<file path="src/ee_guard_pkg.sv">
// Package: constants for the serial EEPROM write guard and whole-array operations
package ee_guard_pkg;
    localparam int ADDR_W = 8;
    localparam int DATA_W = 16;
    localparam int WORDS = 128;
    // Header after start bit: 2 opcode bits + address bits
    localparam int HDR_W = 2 + ADDR_W;
    localparam int CLK_HZ = 25_000_000;
    // Program cycle time in microseconds
    localparam int PROG_US = 10_000;
    localparam int PROG_CYC = PROG_US * (CLK_HZ / 1_000_000);
    // Host link clock half period in system cycles (divider)
    localparam int LCLK_HALF = 4;
    // Deselect time in ns, rounded up to cycles
    localparam int CSMIN_NS = 1000;
    localparam int CSMIN_CYC = (CSMIN_NS * (CLK_HZ / 1_000_000) + 999) / 1000;
    // Opcodes: 2-bit field; 00 extends with the top two address bits
    localparam logic [1:0] OP_EXT = 2'h0;
    localparam logic [1:0] OP_WRITE = 2'h1;
    localparam logic [1:0] OP_READ = 2'h2;
    localparam logic [1:0] OP_ERASE = 2'h3;
    localparam logic [1:0] EXT_LOCK = 2'h0;
    localparam logic [1:0] EXT_FILL = 2'h1;
    localparam logic [1:0] EXT_ERASE_ALL = 2'h2;
    localparam logic [1:0] EXT_UNLOCK = 2'h3;
    localparam logic [DATA_W-1:0] ERASED_WORD = 16'hffff;
    typedef enum logic [2:0] {
        CMD_LOCK = 3'h1,
        CMD_UNLOCK = 3'h2,
        CMD_ERASE_ALL = 3'h4
    } unused_e;
endpackage : ee_guard_pkg

</file>
<file path="src/ee_link_if.sv">
// Interface: four-wire serial link between host and EEPROM (select, clock, serial in, serial out)
`timescale 1ns/1ns
interface ee_link_if;
    logic select;
    logic serial_clock_in;
    logic serial_in;
    logic so_data;
    logic so_oe;
    // Resolved output wire level seen by host; pulled high when released
    logic so_line;
    assign so_line = so_oe ? so_data : 1'b1;
    modport device (input select, input serial_clock_in, input serial_in,
                    output so_data, output so_oe);
    modport host (output select, output serial_clock_in, output serial_in,
                  input so_line);
endinterface : ee_link_if

</file>
<file path="src/ee_sync2.sv">
// Two-flip-flop synchroniser with rise and fall pulses
`timescale 1ns/1ns
module ee_sync2 (
    input wire logic i_clk,
    input wire logic i_rst_n,
    input wire logic i_async,
    output logic o_level,
    output logic o_rise,
    output logic o_fall
);
    logic meta_q;
    logic sync_q;
    logic last_q;
    always_ff @(posedge i_clk) begin
        if (!i_rst_n) begin
            meta_q <= 1'b0;
            sync_q <= 1'b0;
            last_q <= 1'b0;
        end else begin
            meta_q <= i_async;
            sync_q <= meta_q;
            last_q <= sync_q;
        end
    end
    assign o_level = sync_q;
    assign o_rise = sync_q & ~last_q;
    assign o_fall = ~sync_q & last_q;
endmodule : ee_sync2

</file>
<file path="src/ee_device.sv">
// Device end: write lock latch, instruction decode, self-timed array cycles
`timescale 1ns/1ns
module ee_device #(
    parameter int PROG_CYCLES = ee_guard_pkg::PROG_CYC
) (
    input wire logic i_clk,
    input wire logic i_rst_n,
    ee_link_if.device link,
    output logic o_unlocked,
    output logic o_busy
);
    import ee_guard_pkg::*;

    typedef enum logic [4:0] {
        ST_IDLE = 5'b00001,
        ST_HDR = 5'b00010,
        ST_DATA = 5'b00100,
        ST_READ = 5'b01000,
        ST_DONE = 5'b10000
    } dev_st_e;

    logic sel;
    logic sel_rise;
    logic sel_fall;
    logic lclk_rise;
    logic lclk_fall;
    logic din;
    dev_st_e st_q;
    logic [HDR_W-1:0] hdr_q;
    logic [DATA_W-1:0] dat_q;
    logic [4:0] cnt_q;
    logic [DATA_W-1:0] mem [WORDS];
    logic unlocked_q;
    logic [1:0] pend_q;
    logic [31:0] timer_q;
    logic [6:0] fill_idx_q;
    logic [6:0] job_addr_q;
    logic [DATA_W-1:0] job_word_q;
    logic so_q;
    logic oe_q;
    logic [DATA_W:0] rd_q;

    ee_sync2 u_sel (.i_clk(i_clk), .i_rst_n(i_rst_n), .i_async(link.select),
        .o_level(sel), .o_rise(sel_rise), .o_fall(sel_fall));
    ee_sync2 u_lclk (.i_clk(i_clk), .i_rst_n(i_rst_n), .i_async(link.serial_clock_in),
        .o_level(), .o_rise(lclk_rise), .o_fall(lclk_fall));
    ee_sync2 u_sin (.i_clk(i_clk), .i_rst_n(i_rst_n), .i_async(link.serial_in),
        .o_level(din), .o_rise(), .o_fall());

    // Pending array job: 0 none, 1 erase-all, 2 fill, 3 single word write/erase
    logic [1:0] op;
    logic [1:0] ext;
    logic [6:0] waddr;
    assign op = hdr_q[HDR_W-1 -: 2];
    assign ext = hdr_q[ADDR_W-1 -: 2];
    assign waddr = hdr_q[6:0];

    // Serial receive, sampled on rising link clock
    always_ff @(posedge i_clk) begin
        if (!i_rst_n || !sel) begin
            st_q <= ST_IDLE;
            cnt_q <= 5'h0;
            hdr_q <= '0;
            dat_q <= '0;
        end else if (lclk_rise) begin
            case (st_q)
                ST_IDLE: begin
                    // Start bit ignored while busy: select only polls status then
                    if (din && !o_busy) begin
                        st_q <= ST_HDR;
                        cnt_q <= 5'h0;
                    end
                end
                ST_HDR: begin
                    hdr_q <= {hdr_q[HDR_W-2:0], din};
                    cnt_q <= cnt_q + 5'h1;
                    if (cnt_q == 5'(HDR_W - 1)) begin
                        cnt_q <= 5'h0;
                        if (hdr_q[HDR_W-2 -: 2] == OP_READ) begin
                            st_q <= ST_READ;
                        end else if (hdr_q[HDR_W-2 -: 2] == OP_WRITE
                                || (hdr_q[HDR_W-2 -: 2] == OP_EXT
                                    && hdr_q[ADDR_W-2 -: 2] == EXT_FILL)) begin
                            st_q <= ST_DATA;
                        end else begin
                            st_q <= ST_DONE;
                        end
                    end
                end
                ST_DATA: begin
                    dat_q <= {dat_q[DATA_W-2:0], din};
                    cnt_q <= cnt_q + 5'h1;
                    if (cnt_q == 5'(DATA_W - 1)) begin
                        st_q <= ST_DONE;
                    end
                end
                default: begin
                end
            endcase
        end
    end

    // Lock latch: locked at power-up, changed only when an instruction completes
    always_ff @(posedge i_clk) begin
        if (!i_rst_n) begin
            unlocked_q <= 1'b0;
        end else if (st_q == ST_DONE && op == OP_EXT && sel_fall) begin
            if (ext == EXT_UNLOCK) begin
                unlocked_q <= 1'b1;
            end else if (ext == EXT_LOCK) begin
                unlocked_q <= 1'b0;
            end
        end
    end

    // Arm a job on the select fall; locked device arms nothing
    always_ff @(posedge i_clk) begin
        if (!i_rst_n) begin
            pend_q <= 2'h0;
            timer_q <= '0;
            fill_idx_q <= '0;
            job_addr_q <= '0;
            job_word_q <= '0;
        end else if (pend_q != 2'h0) begin
            // Internal timer only, no link clock needed
            if (timer_q == 32'(PROG_CYCLES - 1)) begin
                pend_q <= 2'h0;
            end else begin
                timer_q <= timer_q + 32'h1;
            end
            fill_idx_q <= fill_idx_q + 7'h1;
        end else if (sel_fall && st_q == ST_DONE && unlocked_q) begin
            timer_q <= '0;
            fill_idx_q <= '0;
            // Latched now: the receive registers clear as soon as select drops
            job_addr_q <= waddr;
            if (op == OP_WRITE || (op == OP_EXT && ext == EXT_FILL)) begin
                job_word_q <= dat_q;
            end else begin
                job_word_q <= ERASED_WORD;
            end
            if (op == OP_EXT && ext == EXT_ERASE_ALL) begin
                pend_q <= 2'h1;
            end else if (op == OP_EXT && ext == EXT_FILL) begin
                pend_q <= 2'h2;
            end else if (op == OP_WRITE || op == OP_ERASE) begin
                pend_q <= 2'h3;
            end
        end
    end

    // Array store: erase-all and fill visit every word once during the first WORDS cycles; a single word write/erase stores one word
    always_ff @(posedge i_clk) begin
        if ((pend_q == 2'h1 || pend_q == 2'h2) && timer_q < 32'(WORDS)) begin
            mem[fill_idx_q] <= job_word_q; // Overwrites, no erase needed
        end else if (pend_q == 2'h3 && timer_q == 32'h0) begin
            mem[job_addr_q] <= job_word_q;
        end
    end

    assign o_busy = (pend_q != 2'h0);
    assign o_unlocked = unlocked_q;

    // Serial output: read data, or busy/ready status under select
    always_ff @(posedge i_clk) begin
        if (!i_rst_n || !sel) begin
            oe_q <= 1'b0;
            so_q <= 1'b1;
            rd_q <= '0;
        end else if (st_q == ST_READ) begin
            // Reads ignore the lock state
            if (!oe_q) begin
                oe_q <= 1'b1;
                so_q <= 1'b0;
                rd_q <= {mem[waddr], 1'b0};
            end else if (lclk_rise) begin
                rd_q <= {rd_q[DATA_W-1:0], 1'b0};
                so_q <= rd_q[DATA_W];
            end
        end else if (sel_rise) begin
            oe_q <= 1'b1;
            so_q <= ~o_busy;
        end else if (oe_q && st_q == ST_IDLE) begin
            so_q <= ~o_busy;
            if (din && lclk_fall && !o_busy) begin
                oe_q <= 1'b0;
            end
        end
    end

    assign link.so_data = so_q;
    assign link.so_oe = oe_q;
endmodule : ee_device

</file>
<file path="src/flat_wrapper.sv">
// flat-port wrapper written by rule: the top's interface ports become plain ports
module ee_device_flat import ee_guard_pkg::*;
#(
    parameter int PROG_CYCLES = ee_guard_pkg::PROG_CYC
)
  (i_clk, i_rst_n, o_unlocked, o_busy, link_select, link_serial_clock_in, link_serial_in, link_so_data, link_so_oe);
  ee_link_if link_i ();
  input wire logic i_clk;
  input wire logic i_rst_n;
  output logic o_unlocked;
  output logic o_busy;
  input wire logic [$bits(link_i.select)-1:0] link_select;
  input wire logic [$bits(link_i.serial_clock_in)-1:0] link_serial_clock_in;
  input wire logic [$bits(link_i.serial_in)-1:0] link_serial_in;
  output wire logic [$bits(link_i.so_data)-1:0] link_so_data;
  output wire logic [$bits(link_i.so_oe)-1:0] link_so_oe;
  assign link_i.select = link_select;
  assign link_i.serial_clock_in = link_serial_clock_in;
  assign link_i.serial_in = link_serial_in;
  assign link_so_data = link_i.so_data;
  assign link_so_oe = link_i.so_oe;
  ee_device #(.PROG_CYCLES(PROG_CYCLES)) u_core (.i_clk(i_clk), .i_rst_n(i_rst_n), .link(link_i), .o_unlocked(o_unlocked), .o_busy(o_busy));
endmodule
</file>
<file path="config.mk">
export PLATFORM = sky130hd
export DESIGN_NAME = ee_device_flat
export DESIGN_NICKNAME = d
export VERILOG_FILES = /design/src/ee_guard_pkg.sv /design/src/ee_link_if.sv /design/src/ee_sync2.sv /design/src/ee_device.sv /design/src/flat_wrapper.sv
export SDC_FILE = /design/constraint.sdc
export NUM_CORES = 2
export LEC_CHECK = 0
export BUFFER_PORTS_ARGS = -buffer_cell sky130_fd_sc_hd__buf_4
export CORE_AREA = 2 2 536 538
export CTS_CLUSTER_DIAMETER = 60
export DETAILED_ROUTE_END_ITERATION = 8
export DIE_AREA = 0 0 538 540
export GPL_TIMING_DRIVEN = 0
export SYNTH_ARGS = -nofsm -noshare
export SYNTH_HDL_FRONTEND = slang
export SYNTH_SLANG_ARGS = --single-unit
</file>
<file path="constraint.sdc">
create_clock -name i_clk -period 4.03 [get_ports i_clk]
set_clock_uncertainty 0.15 [all_clocks]
set_input_delay 0.806 -clock i_clk [delete_from_list [all_inputs] [get_ports i_clk]]
set_output_delay 0.806 -clock i_clk [all_outputs]
set_load 0.05 [all_outputs]
</file>
Word-level counts from Yosys, hierarchy flattened --
Memories as Yosys holds them, arrays and structs flattened. A register that Yosys moved wholly into a read port is not among the register bits. Index checks and enable logic that the tools add are counted.
Cells by class: add/subtract/negate cells 3, $mul 0, div/mod/pow operators 0, magnitude comparators 1, equal/unequal tests 26, shifts and indexed selects 0, muxes and demuxes 44, bitwise gates (word level) 9, reductions and logical operators 44
Operator list (count):
- two-way mux 32 bit | 3
- two-way mux 5 bit | 7
- two-way mux 7 bit | 5
- two-way mux 17 bit | 2
- adder 32 x 1 -> 32 bit, second input constant | 1
- == test 32 x 18 -> 1 bit, second input constant | 1
- zero test 32 bit | 1
- < comparator 32 x 8 -> 1 bit, second input constant | 1
- two-way mux 16 bit | 2
- case mux 5 bit (3 select lines) | 2
- two-way mux 1 bit | 17
- AND reduction 2 bit | 8
- OR reduction 16 bit | 1
- == test 5 x 4 -> 1 bit, second input constant | 3
- logical AND 1 bit | 13
- == test 2 bit, second input constant | 6
- two-way mux 2 bit | 6
- == test 2 x 1 -> 1 bit, second input constant | 5
- nonzero test 3 bit | 3
- != test 2 x 1 -> 1 bit, second input constant | 4
- adder 7 x 1 -> 7 bit, second input constant | 1
- zero test 2 bit | 3
- AND reduction 3 bit | 2
- nonzero test 2 bit | 3
- other kinds (13) | 27
Word-level totals: register bits 128, latch bits 0, RAM bits 2048, bits in read-only memories 0, input port bits 5, output and inout bits 4, word-level logic and storage cells 149, memories 1
Memories:
- u_core.mem | depth 128, width 16, read ports 1, clocked after Yosys merged registers in 1, write ports 1, RTL line ee_device.sv:32 | logic [DATA_W-1:0] mem [WORDS];

Depth between registers and ports, before layout --
word-level depth 8, mapped depth 12, mapped depth without buffers 8

By module --
Synthesis repeated with hierarchy kept, for this count alone.
Second synthesis, totals: cells, all modules 4454, area, all modules 85042.8 sq um
Modules (own cells, without submodules):
- ee_device | instances 1, cells each 4430, area each 84768.8 sq um, sequential area each 64021.4 sq um
- ee_sync2 | instances 3, cells each 8, area each 91.3 sq um, sequential area each 60.1 sq um

Least setup slack after synthesis --
No wires, ideal clock.
path type register to register, start point reg u_core.timer_q[4], end point mem u_core.mem[71][0] (enable), setup time 388 ps, arrival time 2698 ps, data required time 3492 ps, slack 793 ps, cell stages (with the launch flop) 9, buffers on the path 2, period minus slack after synthesis 3237 ps, path through dfxtp_1 -> or3_1 -> nor4b_4 -> clkbuf_1 -> nand4_1 -> o21ai_0 -> nand2_1 -> clkbuf_1 -> nor2_1
On the way: longest elaborated chain between the ends 7, elaborated cells between the ends (all ways) 12, those cells by class order compare (1); mux (7); reduce/logical (4)
RTL lines:
- start, declared | RTL line ee_device.sv:35 | logic [31:0] timer_q;
- start signal, assigned | RTL line ee_device.sv:129 | timer_q <= timer_q + 32'h1;
- parallel branches: the longest is 7 deep, another holds < comparator 32 x 8 -> 1 bit
- end, declared | RTL line ee_device.sv:32
Parallel ways; which one is timed is not known.

==> impl_metrics.tcl <==
set metrics [dict create \
    routedWlPerCell_um 31.0 \
    vdd_drop_max_mv 0.403 \
    worst_slack_ns -0.205 \
    post-place-cells 8065 \
    grt_start_max_net_pins 89 \
    grt_pass1_vias 44500 \
    die-area_um2 291000 \
    wl_met1_mm 105 \
    min_path_type "flop to flop" \
    wl_mm 264 \
    worstPathArrival_ns 4.81 \
    final_cell_mix "edfxtp_1 (2048), mux4_2 (519), clkbuf_16 (218)" \
    via_per_inst 5.34 \
    maxCapViolCount 0 \
    async_flop_share 0 \
    start_util 0.299 \
    finalHoldViolCount 0 \
    failed_checks "setup timing" \
    ys_ff_latch 2182 \
    maxSlewHeadroom 0.104 \
    worstSetupEndpointType "flop" \
    worstHoldPathCells 1 \
    fin_tns_setup_ns -0.797 \
    first_pass_iters 6 \
    final_common_cell "edfxtp_1" \
    dr.max_layer_used "met5" \
    final_antenna_net_count 0 \
    p_int_mw 35.4 \
    worst_pin_slew_ns 1.34 \
    grt_pass1_wl_mm 362 \
    drc 0 \
    wl_met2_mm 119 \
    criticalPathCategory "flop to flop" \
    grtUsageTotal 0.179 \
    fin_nets 4580 \
    post_route_cells_drive_above_1_share 0.302 \
    multi_input_area_um2 20300 \
    gp_congestion 0.982 \
    die_width_um 538 \
    swShare 0.199 \
    std_cell_rows 196 \
    hpwlAfterDp_mm 180 \
    dr_wl_met3_mm 26.1 \
    critPathLaunchType "flop" \
    dominantRegCellSynth "edfxtp_1" \
    yosysWarnings 0 \
    slew_viol_final 0 \
    path_clk_slew_ns 0.06 \
    io_buffers 8 \
    vias 45500 \
    grt_setup_unrepaired "true" \
    pwr-share-clk 0.448 \
    timing.fmax_ghz 0.236 \
    worstPathRequired_ns 4.60 \
    syn-instance-count 4163 \
    finalSetupViolCount 11 \
    numCtsBuffers 215 \
    antenna_found_initial 12 \
    cts_tree "done" \
    fillers 26200 \
    register_area_um2 64200 \
    power.density_nw_per_um2 439 \
    worstRegToRegCells 8 \
    io_pins 9 \
    final_cells 8520 \
    cts_sinks 2182 \
    avgSynthCellArea_um2 20.4 \
    netlist_area_um2 85000 \
    cp_max_fo 10 \
    netSwitchingPower_mw 8.82 \
    fin_crit_sh 1.05 \
    period_needed_ns 4.24 \
    gr-total-overflow 0 \
    p_seq_frac 0.551 \
    status "complete, but fails checks" \
    leakage_nw 24.2 \
    cts_htree_levels 4 \
    synth_cell_type_count 64 \
    synth_nets 4179 \
    drtIter0Drc 6870 \
    synth_edf_count 2048 \
    synth-seq-area-share 0.755 \
    comb_power_share 0.001 \
    syn_to_final_growth_pct 18.5 \
    hold_slack_ns 0.285 \
    die_h_um 540 \
    clkLatencyLatePin_ns 0.90 \
    clock_tree.root_cell "clkbuf_16" \
    max-clock-path-buffers 3 \
    fp.coreArea_um2 284000 \
]
## layer usage
| metal | vias up | global-route usage |
|---|---|---|
| met5 | - | 0 |
| met4 | 2 | 0.0875 |
| met3 | 551 | 0.0407 |
| met2 | 2560 | 0.270 |
| met1 | 24200 | 0.243 |
| li1 | 18100 | - |
## flip-flops by register name, summed over array words and instances, names as in the netlist, 2 cells and up, named ones only
register	cells
u_core.cnt_q	5
u_core.dat_q	16
u_core.fill_idx_q	7
u_core.hdr_q	10
u_core.job_addr_q	7
u_core.job_word_q	16
u_core.mem	2048
u_core.pend_q	2
u_core.rd_q	16
u_core.st_q	5
u_core.timer_q	32
## cell families (layout without fill, tap and decap cells)
kind of cell             Yosys count  count (layout)  synth area share
AO/OA/AOI/OAI                    415             415            0.0343
XOR/XNOR                          16              16           0.00165
adder cells (fa/ha/maj)           11              11           0.00162
buffers and inverters            264             855            0.0151
flip-flops                      2182            2182             0.755
multiplexers                     715             715             0.161
other                              0               4                 0
AND/OR/NAND/NOR                  560             560            0.0313
## critical path, stage by stage, from the launching register on
cell,delay (ns)
dfxtp_1,0.57
buf_2,0.41
buf_4,0.31
buf_2,0.62
buf_2,0.67
mux2i_1,0.81
a221oi_1,0.20
o22ai_1,0.21
o32ai_1,0.10
## worst paths after layout
kind / from / endpoint / slack (ns)
max: flop / u_core.rd_q[1]$_SDFFE_PP0P_ / -0.21
max reg2reg: flop / u_core.rd_q[1]$_SDFFE_PP0P_ / -0.21
min reg2reg: u_core.u_sel.meta_q$_SDFF_PN0_ / u_core.u_sel.o_level$_SDFF_PN0_ / 0.29
min: u_core.u_sel.meta_q$_SDFF_PN0_ / u_core.u_sel.o_level$_SDFF_PN0_ / 0.29
## cell usage after synthesis (5+ instances only)
cell type     n  share of area
xnor2_1      12         0.0012
buf_1        22        0.00097
and2_1       17         0.0013
o21ai_0      61         0.0036
ha_1         11         0.0016
inv_1        24         0.0011
nor2b_1      46         0.0034
nand2_1     121         0.0053
nand3_1      29         0.0017
o2111ai_1     5        0.00051
buf_2        83         0.0049
and3_1        7        0.00051
nor3_1       31         0.0018
mux2i_1     144          0.017
or3_1        27         0.0020
a22oi_1      48         0.0042
o221ai_1     23         0.0024
nor4_1       17         0.0013
nand4_1      10        0.00074
a211oi_1     52         0.0046
buf_6         6        0.00079
dfxtp_1     134          0.032
o22ai_1      22         0.0016
nor2_1      210         0.0093
clkbuf_1     90         0.0040
mux2_2       52         0.0069
buf_4        39         0.0034
a221oi_1     26         0.0027
a2bb2oi_1     5        0.00051
a31oi_1      15         0.0011
a31oi_2      11         0.0016
a21boi_0      7        0.00062
mux4_2      519           0.14
o221a_2      17         0.0023
edfxtp_1   2048           0.72
nand2b_1     22         0.0016
a21oi_1      87         0.0051
## through the flow
stage	cell area, um2	util	total power, mW	setup WS [ns]
final	101000	0.354	44.2	-0.205
after global routing	101000	0.354	45.3	-0.0646
after CTS	101000	0.354	44.4	-0.000622
after detailed placement	92800	0.326	24.9	-1.34
after global placement	89800	0.316	24.9	-1.81
after floorplan	85000	-	24.9	0.793
## area by class of cell
class,count,share of cell area
flip-flops and latches,2182,0.638
multi-input cells,1717,0.202
clock buffers,284,0.0576
well taps,3762,0.0467
repair buffers,188,0.0307
plain buffers,236,0.0135
clock inverters,123,0.0114
inverters,24,0.000894
diodes,4,0.0000994
## timing repair
action                      CTS  global route
buffers inserted             42             3
pin swaps                    19             1
setup endpoints to repair  1484           456
hold buffers                  3             0
resized for setup           122            25
hold endpoints to repair      3             0
## power groups by stage
stage	Sequential, mW	Clock (mW)	Combinational [mW]
2_1_floorplan	24.9	0	0.0240
3_3_place_gp	24.9	0	0.0433
3_5_place_dp	24.9	0	0.0434
4_1_cts	24.4	20.0	0.0457
5_1_grt	24.4	20.9	0.0503
6_report	24.4	19.8	0.0460
Power figures use the tool's default switching activity.
